===== src/inc/scdc_pkg.sv =====
/*
  scdc_pkg: constants, register layouts and mode codes for the socket card device control block.
  assumes: 32-bit APB, registers in the low byte of aligned words, 200 MHz clock.
*/
package scdc_pkg;

  localparam int NSOCK = 2;
  localparam int ADDR_W = 12;

  // printed offsets are register indices; byte address is four times the index
  localparam logic [9:0] CARD_CTRL0_IDX = 10'h091;
  localparam logic [9:0] DEV_CTRL_IDX = 10'h092;
  localparam logic [9:0] CARD_CTRL1_IDX = 10'h0B1;
  localparam logic [9:0] IRQ_STAT_IDX = 10'h0C0;
  localparam logic [9:0] IRQ_MASK_IDX = 10'h0C1;
  localparam logic [ADDR_W-1:0] CARD_CTRL0_ADDR = {CARD_CTRL0_IDX, 2'h0};
  localparam logic [ADDR_W-1:0] DEV_CTRL_ADDR = {DEV_CTRL_IDX, 2'h0};
  localparam logic [ADDR_W-1:0] CARD_CTRL1_ADDR = {CARD_CTRL1_IDX, 2'h0};
  localparam logic [ADDR_W-1:0] IRQ_STAT_ADDR = {IRQ_STAT_IDX, 2'h0};
  localparam logic [ADDR_W-1:0] IRQ_MASK_ADDR = {IRQ_MASK_IDX, 2'h0};

  // card control field positions
  localparam int CC_RING_BIT = 7;
  localparam int CC_VIDEO_BIT = 6;
  localparam int CC_AUDIO_BIT = 2;
  localparam int CC_CARD_SPEAKER_IN_BIT = 1;
  localparam int CC_FLAG_BIT = 0;

  typedef struct packed {
    logic ring_indicate_enable;
    logic video_port_compat_enable;
    logic [2:0] rsvd;
    logic audio_route_select;
    logic speaker_passthrough_enable;
    logic socket_interrupt_flag;
  } scdc_card_ctrl_t;

  typedef struct packed {
    logic socket_power_hold;
    logic low_voltage_capable_force;
    logic diag_bit_five;
    logic rsvd;
    logic test_short_interrog;
    logic [1:0] interrupt_signal_select;
    logic nand_tree_enable;
  } scdc_dev_ctrl_t;

  localparam logic [7:0] CARD_CTRL_RST = 8'h00;
  localparam logic [7:0] DEV_CTRL_RST = 8'h66;
  localparam logic [NSOCK-1:0] IRQ_MASK_RST = 2'h0;

  localparam logic [1:0] MODE_PAR_PCI = 2'h0;
  localparam logic [1:0] MODE_PAR_IRQ_PCI = 2'h1;
  localparam logic [1:0] MODE_SER_IRQ = 2'h2;
  localparam logic [1:0] MODE_SER_ALL = 2'h3;

  // card interrogation period, normal and shortened by the test bit
  localparam int CLK_PERIOD_PS = 5000;
  localparam int INTERROG_TIME_NS = 10000;
  localparam int INTERROG_LONG_CYC = (INTERROG_TIME_NS * 1000) / CLK_PERIOD_PS;
  localparam int INTERROG_SHORT_CYC = 16;
  localparam int INTERROG_W = 12;

endpackage : scdc_pkg


===== src/design/scdc_top.sv =====
/*
  scdc_top: card control and device control registers of a card socket bridge, APB slave,
  socket signal gating, socket interrupt flags, interrupt status/mask, interrogation timer.
  assumes: socket pins are asynchronous and pass two flip-flops; power requests and the
  D3 indication come from logic on CLK; an outside pad ring resolves the enables.
*/
// The APB register port was chosen for this implementation.
// Overview of operation
// - ring indicate output is driven only while its enable bit 7 is one.
// - video port compat bit 6 set puts socket video terminals in high impedance.
// - audio bit 2 clear routes card audio as PWM to multifunction terminal.
// - when both functions request audio routing, function 0 audio is routed.
// - speaker bit 1 set passes card speaker to host speaker output.
// - functional interrupt from a socket sets that socket's own flag bit 0.
// - writing one to the flag clears it; flag resets to zero.
// - card control bits 5 to 3 are read-only and read zero.
// - power hold bit 7 set blocks socket power-down requests while in D3.
// - bit 6 is a writable 3-V capable force bit, reset one.
// - bit 5 is a read/write diagnostic bit, reset one.
// - device control bit 4 reads zero and ignores writes.
// - test bit 3 set shortens the card interrogation counter; software writes zero.
// - bits 2 to 1 select interrupt signalling mode, reset to fully serialized.
// - bit 0 enables a NAND tree over input terminals only.
`timescale 1ns/10ps
module scdc_top (
  input wire logic CLK,
  input wire logic RST,
  input wire logic PSEL,
  input wire logic PENABLE,
  input wire logic PWRITE,
  input wire logic [scdc_pkg::ADDR_W-1:0] PADDR,
  input wire logic [31:0] PWDATA,
  input wire logic [3:0] PSTRB,
  output logic [31:0] PRDATA,
  output logic PREADY,
  output logic PSLVERR,
  input wire logic [scdc_pkg::NSOCK-1:0] CARD_FUNC_IRQ,
  input wire logic [scdc_pkg::NSOCK-1:0] CARD_SPEAKER_IN,
  input wire logic [scdc_pkg::NSOCK-1:0] CARD_AUDIO_SIGNAL,
  input wire logic [scdc_pkg::NSOCK-1:0] CARD_RING_IN,
  input wire logic [scdc_pkg::NSOCK-1:0] SOCKET_POWER_ON_REQ,
  input wire logic [scdc_pkg::NSOCK-1:0] SOCKET_POWER_OFF_REQ,
  input wire logic IN_D3,
  output logic [scdc_pkg::NSOCK-1:0] SOCKET_POWERED,
  output logic RING_INDICATE_OUTPUT,
  output logic RING_INDICATE_OE_N,
  output logic [scdc_pkg::NSOCK-1:0] VIDEO_PORT_OE_N,
  output logic MULTIFUNCTION_TERMINAL,
  output logic MULTIFUNCTION_TERMINAL_OE_N,
  output logic HOST_SPEAKER_OUTPUT,
  output logic LOW_VOLTAGE_CAPABLE,
  output logic INTERROGATION_TICK,
  output logic PARALLEL_IRQ_EN,
  output logic SERIAL_IRQ_EN,
  output logic SERIAL_PCI_EN,
  output logic NAND_TREE_ENABLE,
  output logic NAND_TREE_OUT,
  output logic IRQ
);

  localparam int NS = scdc_pkg::NSOCK;
  localparam int NIN = 4 * scdc_pkg::NSOCK;

  scdc_pkg::scdc_card_ctrl_t card_q [NS];
  scdc_pkg::scdc_dev_ctrl_t dev_q;
  logic [NS-1:0] stat_q;
  logic [NS-1:0] mask_q;
  logic pready_q;
  logic pslverr_q;
  logic [31:0] prdata_q;
  logic [NIN-1:0] meta_q;
  logic [NIN-1:0] sync_q;
  logic [NS-1:0] irq_prev_q;
  logic [NS-1:0] irq_rise;
  logic [NS-1:0] func_sync;
  logic [NS-1:0] card_speaker_in_sync;
  logic [NS-1:0] audio_sync;
  logic [NS-1:0] ring_sync;
  logic [NS-1:0] powered_q;
  logic [scdc_pkg::INTERROG_W-1:0] cnt_q;
  logic [scdc_pkg::INTERROG_W-1:0] cnt_limit;
  logic tick_q;
  logic ring_q;
  logic ring_oe_n_q;
  logic [NS-1:0] video_oe_n_q;
  logic mft_q;
  logic mft_oe_n_q;
  logic card_speaker_in_q;
  logic par_irq_q;
  logic ser_irq_q;
  logic ser_pci_q;
  logic nand_q;
  logic irq_q;
  logic setup;
  logic wr_en;
  logic addr_hit;
  logic [NS-1:0] ring_en;
  logic [NS-1:0] card_speaker_in_en;

  // socket pins: two stages, nothing reads meta_q but sync_q
  always_ff @(posedge CLK)
  begin
    if (RST)
    begin
      meta_q <= '0;
      sync_q <= '0;
    end
    else
    begin
      meta_q <= {CARD_RING_IN, CARD_AUDIO_SIGNAL, CARD_SPEAKER_IN, CARD_FUNC_IRQ};
      sync_q <= meta_q;
    end
  end

  assign func_sync = sync_q[NS-1:0];
  assign card_speaker_in_sync = sync_q[2*NS-1:NS];
  assign audio_sync = sync_q[3*NS-1:2*NS];
  assign ring_sync = sync_q[4*NS-1:3*NS];

  always_ff @(posedge CLK)
  begin
    if (RST)
      irq_prev_q <= '0;
    else
      irq_prev_q <= func_sync;
  end

  assign irq_rise = func_sync & ~irq_prev_q;

  // apb: answer in the first access cycle; write takes effect at that edge
  assign setup = PSEL & ~PENABLE;
  assign wr_en = PSEL & PENABLE & PWRITE & pready_q & ~pslverr_q & PSTRB[0];

  always_comb
  begin
    addr_hit = 1'b0;
    case (PADDR)
      scdc_pkg::CARD_CTRL0_ADDR: addr_hit = 1'b1;
      scdc_pkg::CARD_CTRL1_ADDR: addr_hit = 1'b1;
      scdc_pkg::DEV_CTRL_ADDR: addr_hit = 1'b1;
      scdc_pkg::IRQ_STAT_ADDR: addr_hit = 1'b1;
      scdc_pkg::IRQ_MASK_ADDR: addr_hit = 1'b1;
      default: addr_hit = 1'b0;
    endcase
  end

  always_ff @(posedge CLK)
  begin
    if (RST)
    begin
      pready_q <= 1'b0;
      pslverr_q <= 1'b0;
    end
    else
    begin
      pready_q <= setup;
      pslverr_q <= setup & ~addr_hit;
    end
  end

  // read data latched in setup; reserved bits come back zero from the struct fields
  always_ff @(posedge CLK)
  begin
    if (RST)
      prdata_q <= 32'h0000_0000;
    else if (setup)
    begin
      case (PADDR)
        scdc_pkg::CARD_CTRL0_ADDR: prdata_q <= {24'h00_0000, card_q[0]};
        scdc_pkg::CARD_CTRL1_ADDR: prdata_q <= {24'h00_0000, card_q[1]};
        scdc_pkg::DEV_CTRL_ADDR: prdata_q <= {24'h00_0000, dev_q};
        scdc_pkg::IRQ_STAT_ADDR: prdata_q <= {30'h0000_0000, stat_q};
        scdc_pkg::IRQ_MASK_ADDR: prdata_q <= {30'h0000_0000, mask_q};
        default: prdata_q <= 32'h0000_0000;
      endcase
    end
  end

  // card control, one copy per socket
  always_ff @(posedge CLK)
  begin
    for (int i = 0; i < NS; i++)
    begin
      if (RST)
        card_q[i] <= scdc_pkg::scdc_card_ctrl_t'(scdc_pkg::CARD_CTRL_RST);
      else
      begin
        if (wr_en && PADDR == ((i == 0) ? scdc_pkg::CARD_CTRL0_ADDR : scdc_pkg::CARD_CTRL1_ADDR))
        begin
          card_q[i].ring_indicate_enable <= PWDATA[scdc_pkg::CC_RING_BIT];
          card_q[i].video_port_compat_enable <= PWDATA[scdc_pkg::CC_VIDEO_BIT];
          card_q[i].audio_route_select <= PWDATA[scdc_pkg::CC_AUDIO_BIT];
          card_q[i].speaker_passthrough_enable <= PWDATA[scdc_pkg::CC_CARD_SPEAKER_IN_BIT];
          // set wins over the write-one clear
          card_q[i].socket_interrupt_flag <= irq_rise[i] |
            (card_q[i].socket_interrupt_flag & ~PWDATA[scdc_pkg::CC_FLAG_BIT]);
        end
        else if (irq_rise[i])
          card_q[i].socket_interrupt_flag <= 1'b1;
        card_q[i].rsvd <= 3'h0;
      end
    end
  end

  // device control; bit 4 never stored
  always_ff @(posedge CLK)
  begin
    if (RST)
      dev_q <= scdc_pkg::scdc_dev_ctrl_t'(scdc_pkg::DEV_CTRL_RST);
    else if (wr_en && PADDR == scdc_pkg::DEV_CTRL_ADDR)
    begin
      dev_q.socket_power_hold <= PWDATA[7];
      dev_q.low_voltage_capable_force <= PWDATA[6];
      dev_q.diag_bit_five <= PWDATA[5];
      dev_q.rsvd <= 1'b0;
      dev_q.test_short_interrog <= PWDATA[3];
      dev_q.interrupt_signal_select <= PWDATA[2:1];
      dev_q.nand_tree_enable <= PWDATA[0];
    end
  end

  // interrupt status: sticky, write one to clear, set wins
  always_ff @(posedge CLK)
  begin
    if (RST)
      stat_q <= '0;
    else if (wr_en && PADDR == scdc_pkg::IRQ_STAT_ADDR)
      stat_q <= irq_rise | (stat_q & ~PWDATA[NS-1:0]);
    else
      stat_q <= stat_q | irq_rise;
  end

  always_ff @(posedge CLK)
  begin
    if (RST)
      mask_q <= scdc_pkg::IRQ_MASK_RST;
    else if (wr_en && PADDR == scdc_pkg::IRQ_MASK_ADDR)
      mask_q <= PWDATA[NS-1:0];
  end

  always_ff @(posedge CLK)
  begin
    if (RST)
      irq_q <= 1'b0;
    else
      irq_q <= |(stat_q & mask_q);
  end

  // socket power; a locked socket in D3 ignores power-down
  always_ff @(posedge CLK)
  begin
    if (RST)
      powered_q <= '0;
    else
    begin
      for (int i = 0; i < NS; i++)
      begin
        if (SOCKET_POWER_ON_REQ[i])
          powered_q[i] <= 1'b1;
        else if (SOCKET_POWER_OFF_REQ[i] && !(dev_q.socket_power_hold && IN_D3))
          powered_q[i] <= 1'b0;
      end
    end
  end

  // socket signal gating
  always_comb
  begin
    ring_en = '0;
    card_speaker_in_en = '0;
    for (int i = 0; i < NS; i++)
    begin
      ring_en[i] = card_q[i].ring_indicate_enable;
      card_speaker_in_en[i] = card_q[i].speaker_passthrough_enable;
    end
  end

  always_ff @(posedge CLK)
  begin
    if (RST)
    begin
      ring_q <= 1'b0;
      ring_oe_n_q <= 1'b1;
      card_speaker_in_q <= 1'b0;
    end
    else
    begin
      ring_q <= |(ring_sync & ring_en);
      ring_oe_n_q <= ~|ring_en;
      card_speaker_in_q <= |(card_speaker_in_sync & card_speaker_in_en);
    end
  end

  always_ff @(posedge CLK)
  begin
    if (RST)
      video_oe_n_q <= '0;
    else
      for (int i = 0; i < NS; i++)
        video_oe_n_q[i] <= card_q[i].video_port_compat_enable;
  end

  // audio: a clear select bit asks for routing; function 0 has priority
  always_ff @(posedge CLK)
  begin
    if (RST)
    begin
      mft_q <= 1'b0;
      mft_oe_n_q <= 1'b1;
    end
    else if (!card_q[0].audio_route_select)
    begin
      mft_q <= audio_sync[0];
      mft_oe_n_q <= 1'b0;
    end
    else if (!card_q[1].audio_route_select)
    begin
      mft_q <= audio_sync[1];
      mft_oe_n_q <= 1'b0;
    end
    else
    begin
      mft_q <= 1'b0;
      mft_oe_n_q <= 1'b1;
    end
  end

  // interrogation timer; >= compare keeps the count sane when the period shrinks
  assign cnt_limit = dev_q.test_short_interrog ?
    scdc_pkg::INTERROG_W'(scdc_pkg::INTERROG_SHORT_CYC - 1) :
    scdc_pkg::INTERROG_W'(scdc_pkg::INTERROG_LONG_CYC - 1);

  always_ff @(posedge CLK)
  begin
    if (RST)
    begin
      cnt_q <= '0;
      tick_q <= 1'b0;
    end
    else if (cnt_q >= cnt_limit)
    begin
      cnt_q <= '0;
      tick_q <= 1'b1;
    end
    else
    begin
      cnt_q <= cnt_q + 1'b1;
      tick_q <= 1'b0;
    end
  end

  // mode decode
  always_ff @(posedge CLK)
  begin
    if (RST)
    begin
      par_irq_q <= 1'b0;
      ser_irq_q <= 1'b1;
      ser_pci_q <= 1'b1;
    end
    else
    begin
      par_irq_q <= dev_q.interrupt_signal_select == scdc_pkg::MODE_PAR_IRQ_PCI;
      ser_irq_q <= dev_q.interrupt_signal_select == scdc_pkg::MODE_SER_IRQ ||
        dev_q.interrupt_signal_select == scdc_pkg::MODE_SER_ALL;
      ser_pci_q <= dev_q.interrupt_signal_select == scdc_pkg::MODE_SER_ALL;
    end
  end

  // nand tree over synchronised input pins only; outputs never feed it
  always_ff @(posedge CLK)
  begin
    if (RST)
      nand_q <= 1'b0;
    else
      nand_q <= dev_q.nand_tree_enable & ~&sync_q;
  end

  assign PRDATA = prdata_q;
  assign PREADY = pready_q;
  assign PSLVERR = pslverr_q;
  assign SOCKET_POWERED = powered_q;
  assign RING_INDICATE_OUTPUT = ring_q;
  assign RING_INDICATE_OE_N = ring_oe_n_q;
  assign VIDEO_PORT_OE_N = video_oe_n_q;
  assign MULTIFUNCTION_TERMINAL = mft_q;
  assign MULTIFUNCTION_TERMINAL_OE_N = mft_oe_n_q;
  assign HOST_SPEAKER_OUTPUT = card_speaker_in_q;
  assign LOW_VOLTAGE_CAPABLE = dev_q.low_voltage_capable_force;
  assign INTERROGATION_TICK = tick_q;
  assign PARALLEL_IRQ_EN = par_irq_q;
  assign SERIAL_IRQ_EN = ser_irq_q;
  assign SERIAL_PCI_EN = ser_pci_q;
  assign NAND_TREE_ENABLE = dev_q.nand_tree_enable;
  assign NAND_TREE_OUT = nand_q;
  assign IRQ = irq_q;
endmodule : scdc_top


===== config.mk =====
export PLATFORM = sky130hd
export DESIGN_NAME = scdc_top
export DESIGN_NICKNAME = d
export VERILOG_FILES = /design/src/inc/scdc_pkg.sv /design/src/design/scdc_top.sv
export SDC_FILE = /design/constraint.sdc
export NUM_CORES = 1
export LEC_CHECK = 0
export BUFFER_PORTS_ARGS = -buffer_cell sky130_fd_sc_hd__clkbuf_2
export CAP_MARGIN = 10
export CORE_UTILIZATION = 45
export DETAILED_ROUTE_END_ITERATION = 6
export PLACE_DENSITY = 0.85
export SLEW_MARGIN = 20
export SYNTH_ARGS = -nofsm -noshare
export SYNTH_HDL_FRONTEND = slang
export SYNTH_SLANG_ARGS = --single-unit

===== constraint.sdc =====
create_clock -name CLK -period 6.31 [get_ports CLK]
set_clock_uncertainty 0.15 [all_clocks]
set_input_delay 0.3155 -clock CLK [delete_from_list [all_inputs] [get_ports CLK]]
set_output_delay 0.3155 -clock CLK [all_outputs]
set_load 0.05 [all_outputs]

==> results.md <==
Status:
- The flow ran to the end, and the final reports show no timing, DRC or antenna violations.

Synthesis:
- The post-synthesis instance area is 3238 um^2.
- The area share of the largest cell type after synthesis is 40.19%.
- The number of warning messages in the yosys log is 0.
- The number of different library cells used by synthesis comes to 49.
- The cell count after synthesis came out at 328.
- The number of enable-type register cells in the synthesized netlist is 10.
- Ranked by total cell area, the synthesized netlist is headed by sky130_fd_sc_hd__dfxtp_1 (40%), sky130_fd_sc_hd__edfxtp_1 (9.3%), sky130_fd_sc_hd__buf_4 (6.0%).
- In this run, synthesis produced a sequential element count of 75.
- The mean instance size in the synthesized netlist is 9.872 um^2.
- Summed over all instances, the cell type with the most area after synthesis is sky130_fd_sc_hd__dfxtp_1.
- The post-synthesis sequential area ratio is 49.46%.
- The share of flip-flops with an asynchronous set or reset is 0%.
- The most used flip-flop cell after synthesis is sky130_fd_sc_hd__dfxtp_1.

Global route:
- The most used routing layer is met2.
- The overall fraction of global-route tracks in use is 17.67%.
- Entering global routing, the biggest net connects 39 pins.
- The fraction of met2 tracks used by global routing is 28.56%.
- The first global-routing pass estimated 10030 um of wire.
- The met3 layer usage reported by global route is 5.619%.
- The number of antenna violations at the first check in global routing was 0.
- In the global route stage, met1 resource usage came out at 20.89%.
- The overflow left after global routing is 0.
- The via count of the first global-routing pass was 2245.

Detailed routing:
- The total number of vias is 2469.
- For this block, the initial DRC count from the detailed router was 182.
- In this run the remaining antenna-violating nets after routing total 0.
- After detailed routing, the average wire length per cell comes to 13.34 um.
- The number of iterations in the first detailed-routing pass is 4.
- In the routed design, unresolved DRC markers number 0.
- The routed wire length is 6497 um.
- After detailed routing, the number of vias per cell comes to 5.070.

Power:
- The post-layout total power is 1.036 mW.
- The power per unit of standard cell area is 276.1 nW/um^2.
- The leakage power is 1.648 nW.
- The worst-case IR drop observed on VDD is 132.8 uV.

Clock tree:
- Clock tree synthesis inserted a total of 9 buffers.
- TritonCTS built the clock tree.
- Buffers added to address setup during post-CTS repair amount to 0.
- At the later pin of the worst-skew pair, clock insertion delay measures 0.35 ns.
- Post-CTS repair changed the size of 0 cells.
- The count of H-tree levels built during CTS is 3.
- The root buffer cell chosen for the clock tree is sky130_fd_sc_hd__clkbuf_8.
- After clock tree synthesis, the clock-pin slew on the worst setup and hold paths is 0.08 ns.
- The hold-fix buffer count after cts is 0.
- The CTS sink count is 75.
- In this run the deepest clock path goes through 2 buffers.

STA:
- The minimum period implied by the final worst setup slack is 2.531 ns.
- The total count of hold-check failures in the final report is 0.
- The final-report max-slew violation count was 0.
- The worst slew slack as a fraction of its limit is 45.69%.
- Setup repair after global routing left no endpoint under its margin.
- After routing, the total negative slack on setup checks comes to 0 ns.
- The final worst-path setup slack is 3.779 ns.
- The fraction of the cycle the final worst path needs is 40.11%.
- The slew of the pin with the lowest slew margin is 0.8146 ns.
- The total of endpoints with negative setup slack in the final report is 0.
- The highest achievable clock rate is 395.2 MHz.

Placed design:
- After detailed placement, the total cell area comes to 3511 um^2.
- The count of buffers added on input and output ports is 63.
- Detailed placement finished with a half-perimeter wire length of 4745 um.
- The setup slack after placement is 3.421 ns.
- The placer congestion estimate is 0.8220.

Critical path:
- The depth of the worst register-to-register path is 5.
- The worst register-to-register path ends at cnt_q[11].
- The critical path goes through clkbuf_2 > clkinv_1 > and4_4 > a32o_2.
- The kind of end point of the critical path is a flop.
- The cell with the biggest individual delay on the critical path is sky130_fd_sc_hd__clkinv_1.
- The worst setup path is launched from an input port.
- At the worst endpoint, the required time is 6.27 ns.
- Grouping stages by cell kind, the critical path spends the most delay in buffers and inverters.
- The worst setup path category is input port to flop.
- The critical-path maximum fanout is 38.
- The arrival time of the worst setup path is 2.49 ns.
- For this run, the slowest stage of the critical path takes 0.82 ns.
- Setup slack on the worst reg-to-reg path comes out at 4.07 ns.
- The number of buffer and inverter instances along the worst setup path is 2.
- In this run the critical register-to-register path is launched from dev_q[3].

Job:
- Max-cap violations in this run came to 0.

Cells and area:
- Compared with the post-synthesis result, the final layout area differs by 15.84%.
- The register cell area after layout is 1602 um^2.
- For this run, the share of the core covered by cells in the final layout is 54.61%.
- The share of cells above drive strength 1 is 25.58%.
- 0 antenna diodes ended up in the layout.
- The final layout net count is 458.
- The count of filler cells inserted in the layout is 607.
- The total non-filler cell area in the finished layout is 3751 um^2.
- Summing all multi-input logic gate instances after layout gives 1410 um^2.

Min path:
- In this run the worst hold path is classified as input port to flop.
- Along the worst hold path, the cell count comes to 2.
- The path with the worst hold slack has its endpoint at meta_q[0].
- The startpoint identified for the worst hold timing path is CARD_FUNC_IRQ[0].

Floorplanning:
- The die is 86.83 um wide.
- The initial standard-cell utilization of the core is 47.14%.
- In this run the core area contains 30 standard-cell rows.
- The core outline area is 6869 um^2.
- The die area is 7539 um^2.
- The number of ports placed on the die boundary is 117.
- The die span in y is 86.83 um.
## placed cells by master, fill, tap and decap left out, drive strengths merged, types with 4 or more instances in the layout
cell type,instances
a21oi,16
a22oi,5
a31o,5
a32o,4
and2,6
clkbuf,72
conb,25
dfxtp,65
edfxtp,10
ha,6
inv,14
mux2,4
mux2i,4
nand2,16
nand2b,5
nand3,11
nand4,9
nor2,26
nor2b,23
nor4,7
o211ai,5
o21ai,7
xor2,7
## flip-flops by register name, summed over array words and instances (netlist names), 5 cells and up
| name | cells |
|---|---|
| cnt_q | 12 |
| card_q | 10 |
| meta_q | 8 |
| sync_q | 8 |
| PRDATA | 7 |
| dev_q | 5 |
## through the flow
stage | hold slack, ns | instances
6_report | 0.02430 | 487
3_3_place_gp | 0.2723 | 471
3_5_place_dp | 0.2749 | 471
2_1_floorplan | 0.2638 | 352
4_1_cts | 0.006931 | 487
5_1_grt | 0.02710 | 487
## layout make-up
cell class / count / area share [%]
flip-flops and latches: 75 / 42.70
inverters: 15 / 1.501
repair buffers: 64 / 8.606
clock buffers: 9 / 3.302
well taps: 96 / 3.202
clock inverters: 7 / 3.102
multi-input cells: 221 / 37.59
## layer usage
| metal | part of all wire (%) | up-vias |
|---|---|---|
| li1 | - | 1208 |
| met1 | 41 | 1160 |
| met2 | 50 | 80 |
| met3 | 5.9 | 21 |
| met4 | 2.4 | 0 |
| met5 | 0 | - |
## cell families (layout without fill, tap and decap cells)
family | Yosys count | in the layout | synth area share (%)
AND/OR/NAND/NOR | 118 | 118 | 21.14
adder cells (fa/ha/maj) | 6 | 6 | 2.318
buffers and inverters | 56 | 95 | 9.775
other | 1 | 25 | 0.1158
AO/OA/AOI/OAI | 55 | 55 | 12.13
XOR/XNOR | 9 | 9 | 2.434
flip-flops | 75 | 75 | 49.46
multiplexers | 8 | 8 | 2.627
## worst max path at each step
stage                   endpoint   start  slack, ns  cells after the start
floorplan           card_q[0][1]  PREADY       3.71                      5
CTS                 card_q[0][0]     RST       3.81                      4
finish              card_q[0][0]     RST       3.78                      4
global placement    card_q[0][0]     RST       3.45                      4
global route        card_q[0][0]     RST       3.61                      4
detailed placement  card_q[0][0]     RST       3.42                      4
## Yosys cell counts, drive strengths merged (3+ instances only)
cell      n
a21oi    16
a22oi     5
a31o      5
a32o      4
and2      6
and4      3
buf      29
clkbuf   12
dfxtp    65
edfxtp   10
ha        6
inv      14
mux2      4
mux2i     4
nand2    16
nand2b    5
nand3    11
nand4     9
nor2     26
nor2b    23
nor3b     3
nor4      7
o211ai    5
o21ai     7
o2bb2ai   3
or3b      3
xor2      7
## worst reg2reg max path: cells and delay by family, from the launching register on
family	cells	cell delay [ns]
DFF	1	0.47
AOI/OAI and AO/OA	3	0.93
and+or+nand+nor	1	0.29
adders and majority gates	1	0.31
## report_power, final
part | internal [mW] | switching [mW] | leakage (nW) | total [mW]
logic | 0.0233 | 0.0738 | 0.902 | 0.0971
clock network | 0.261 | 0.175 | 0.109 | 0.436
registers | 0.496 | 0.00699 | 0.637 | 0.503
total | 0.780 | 0.255 | 1.65 | 1.04
Power figures use the tool's default switching activity.
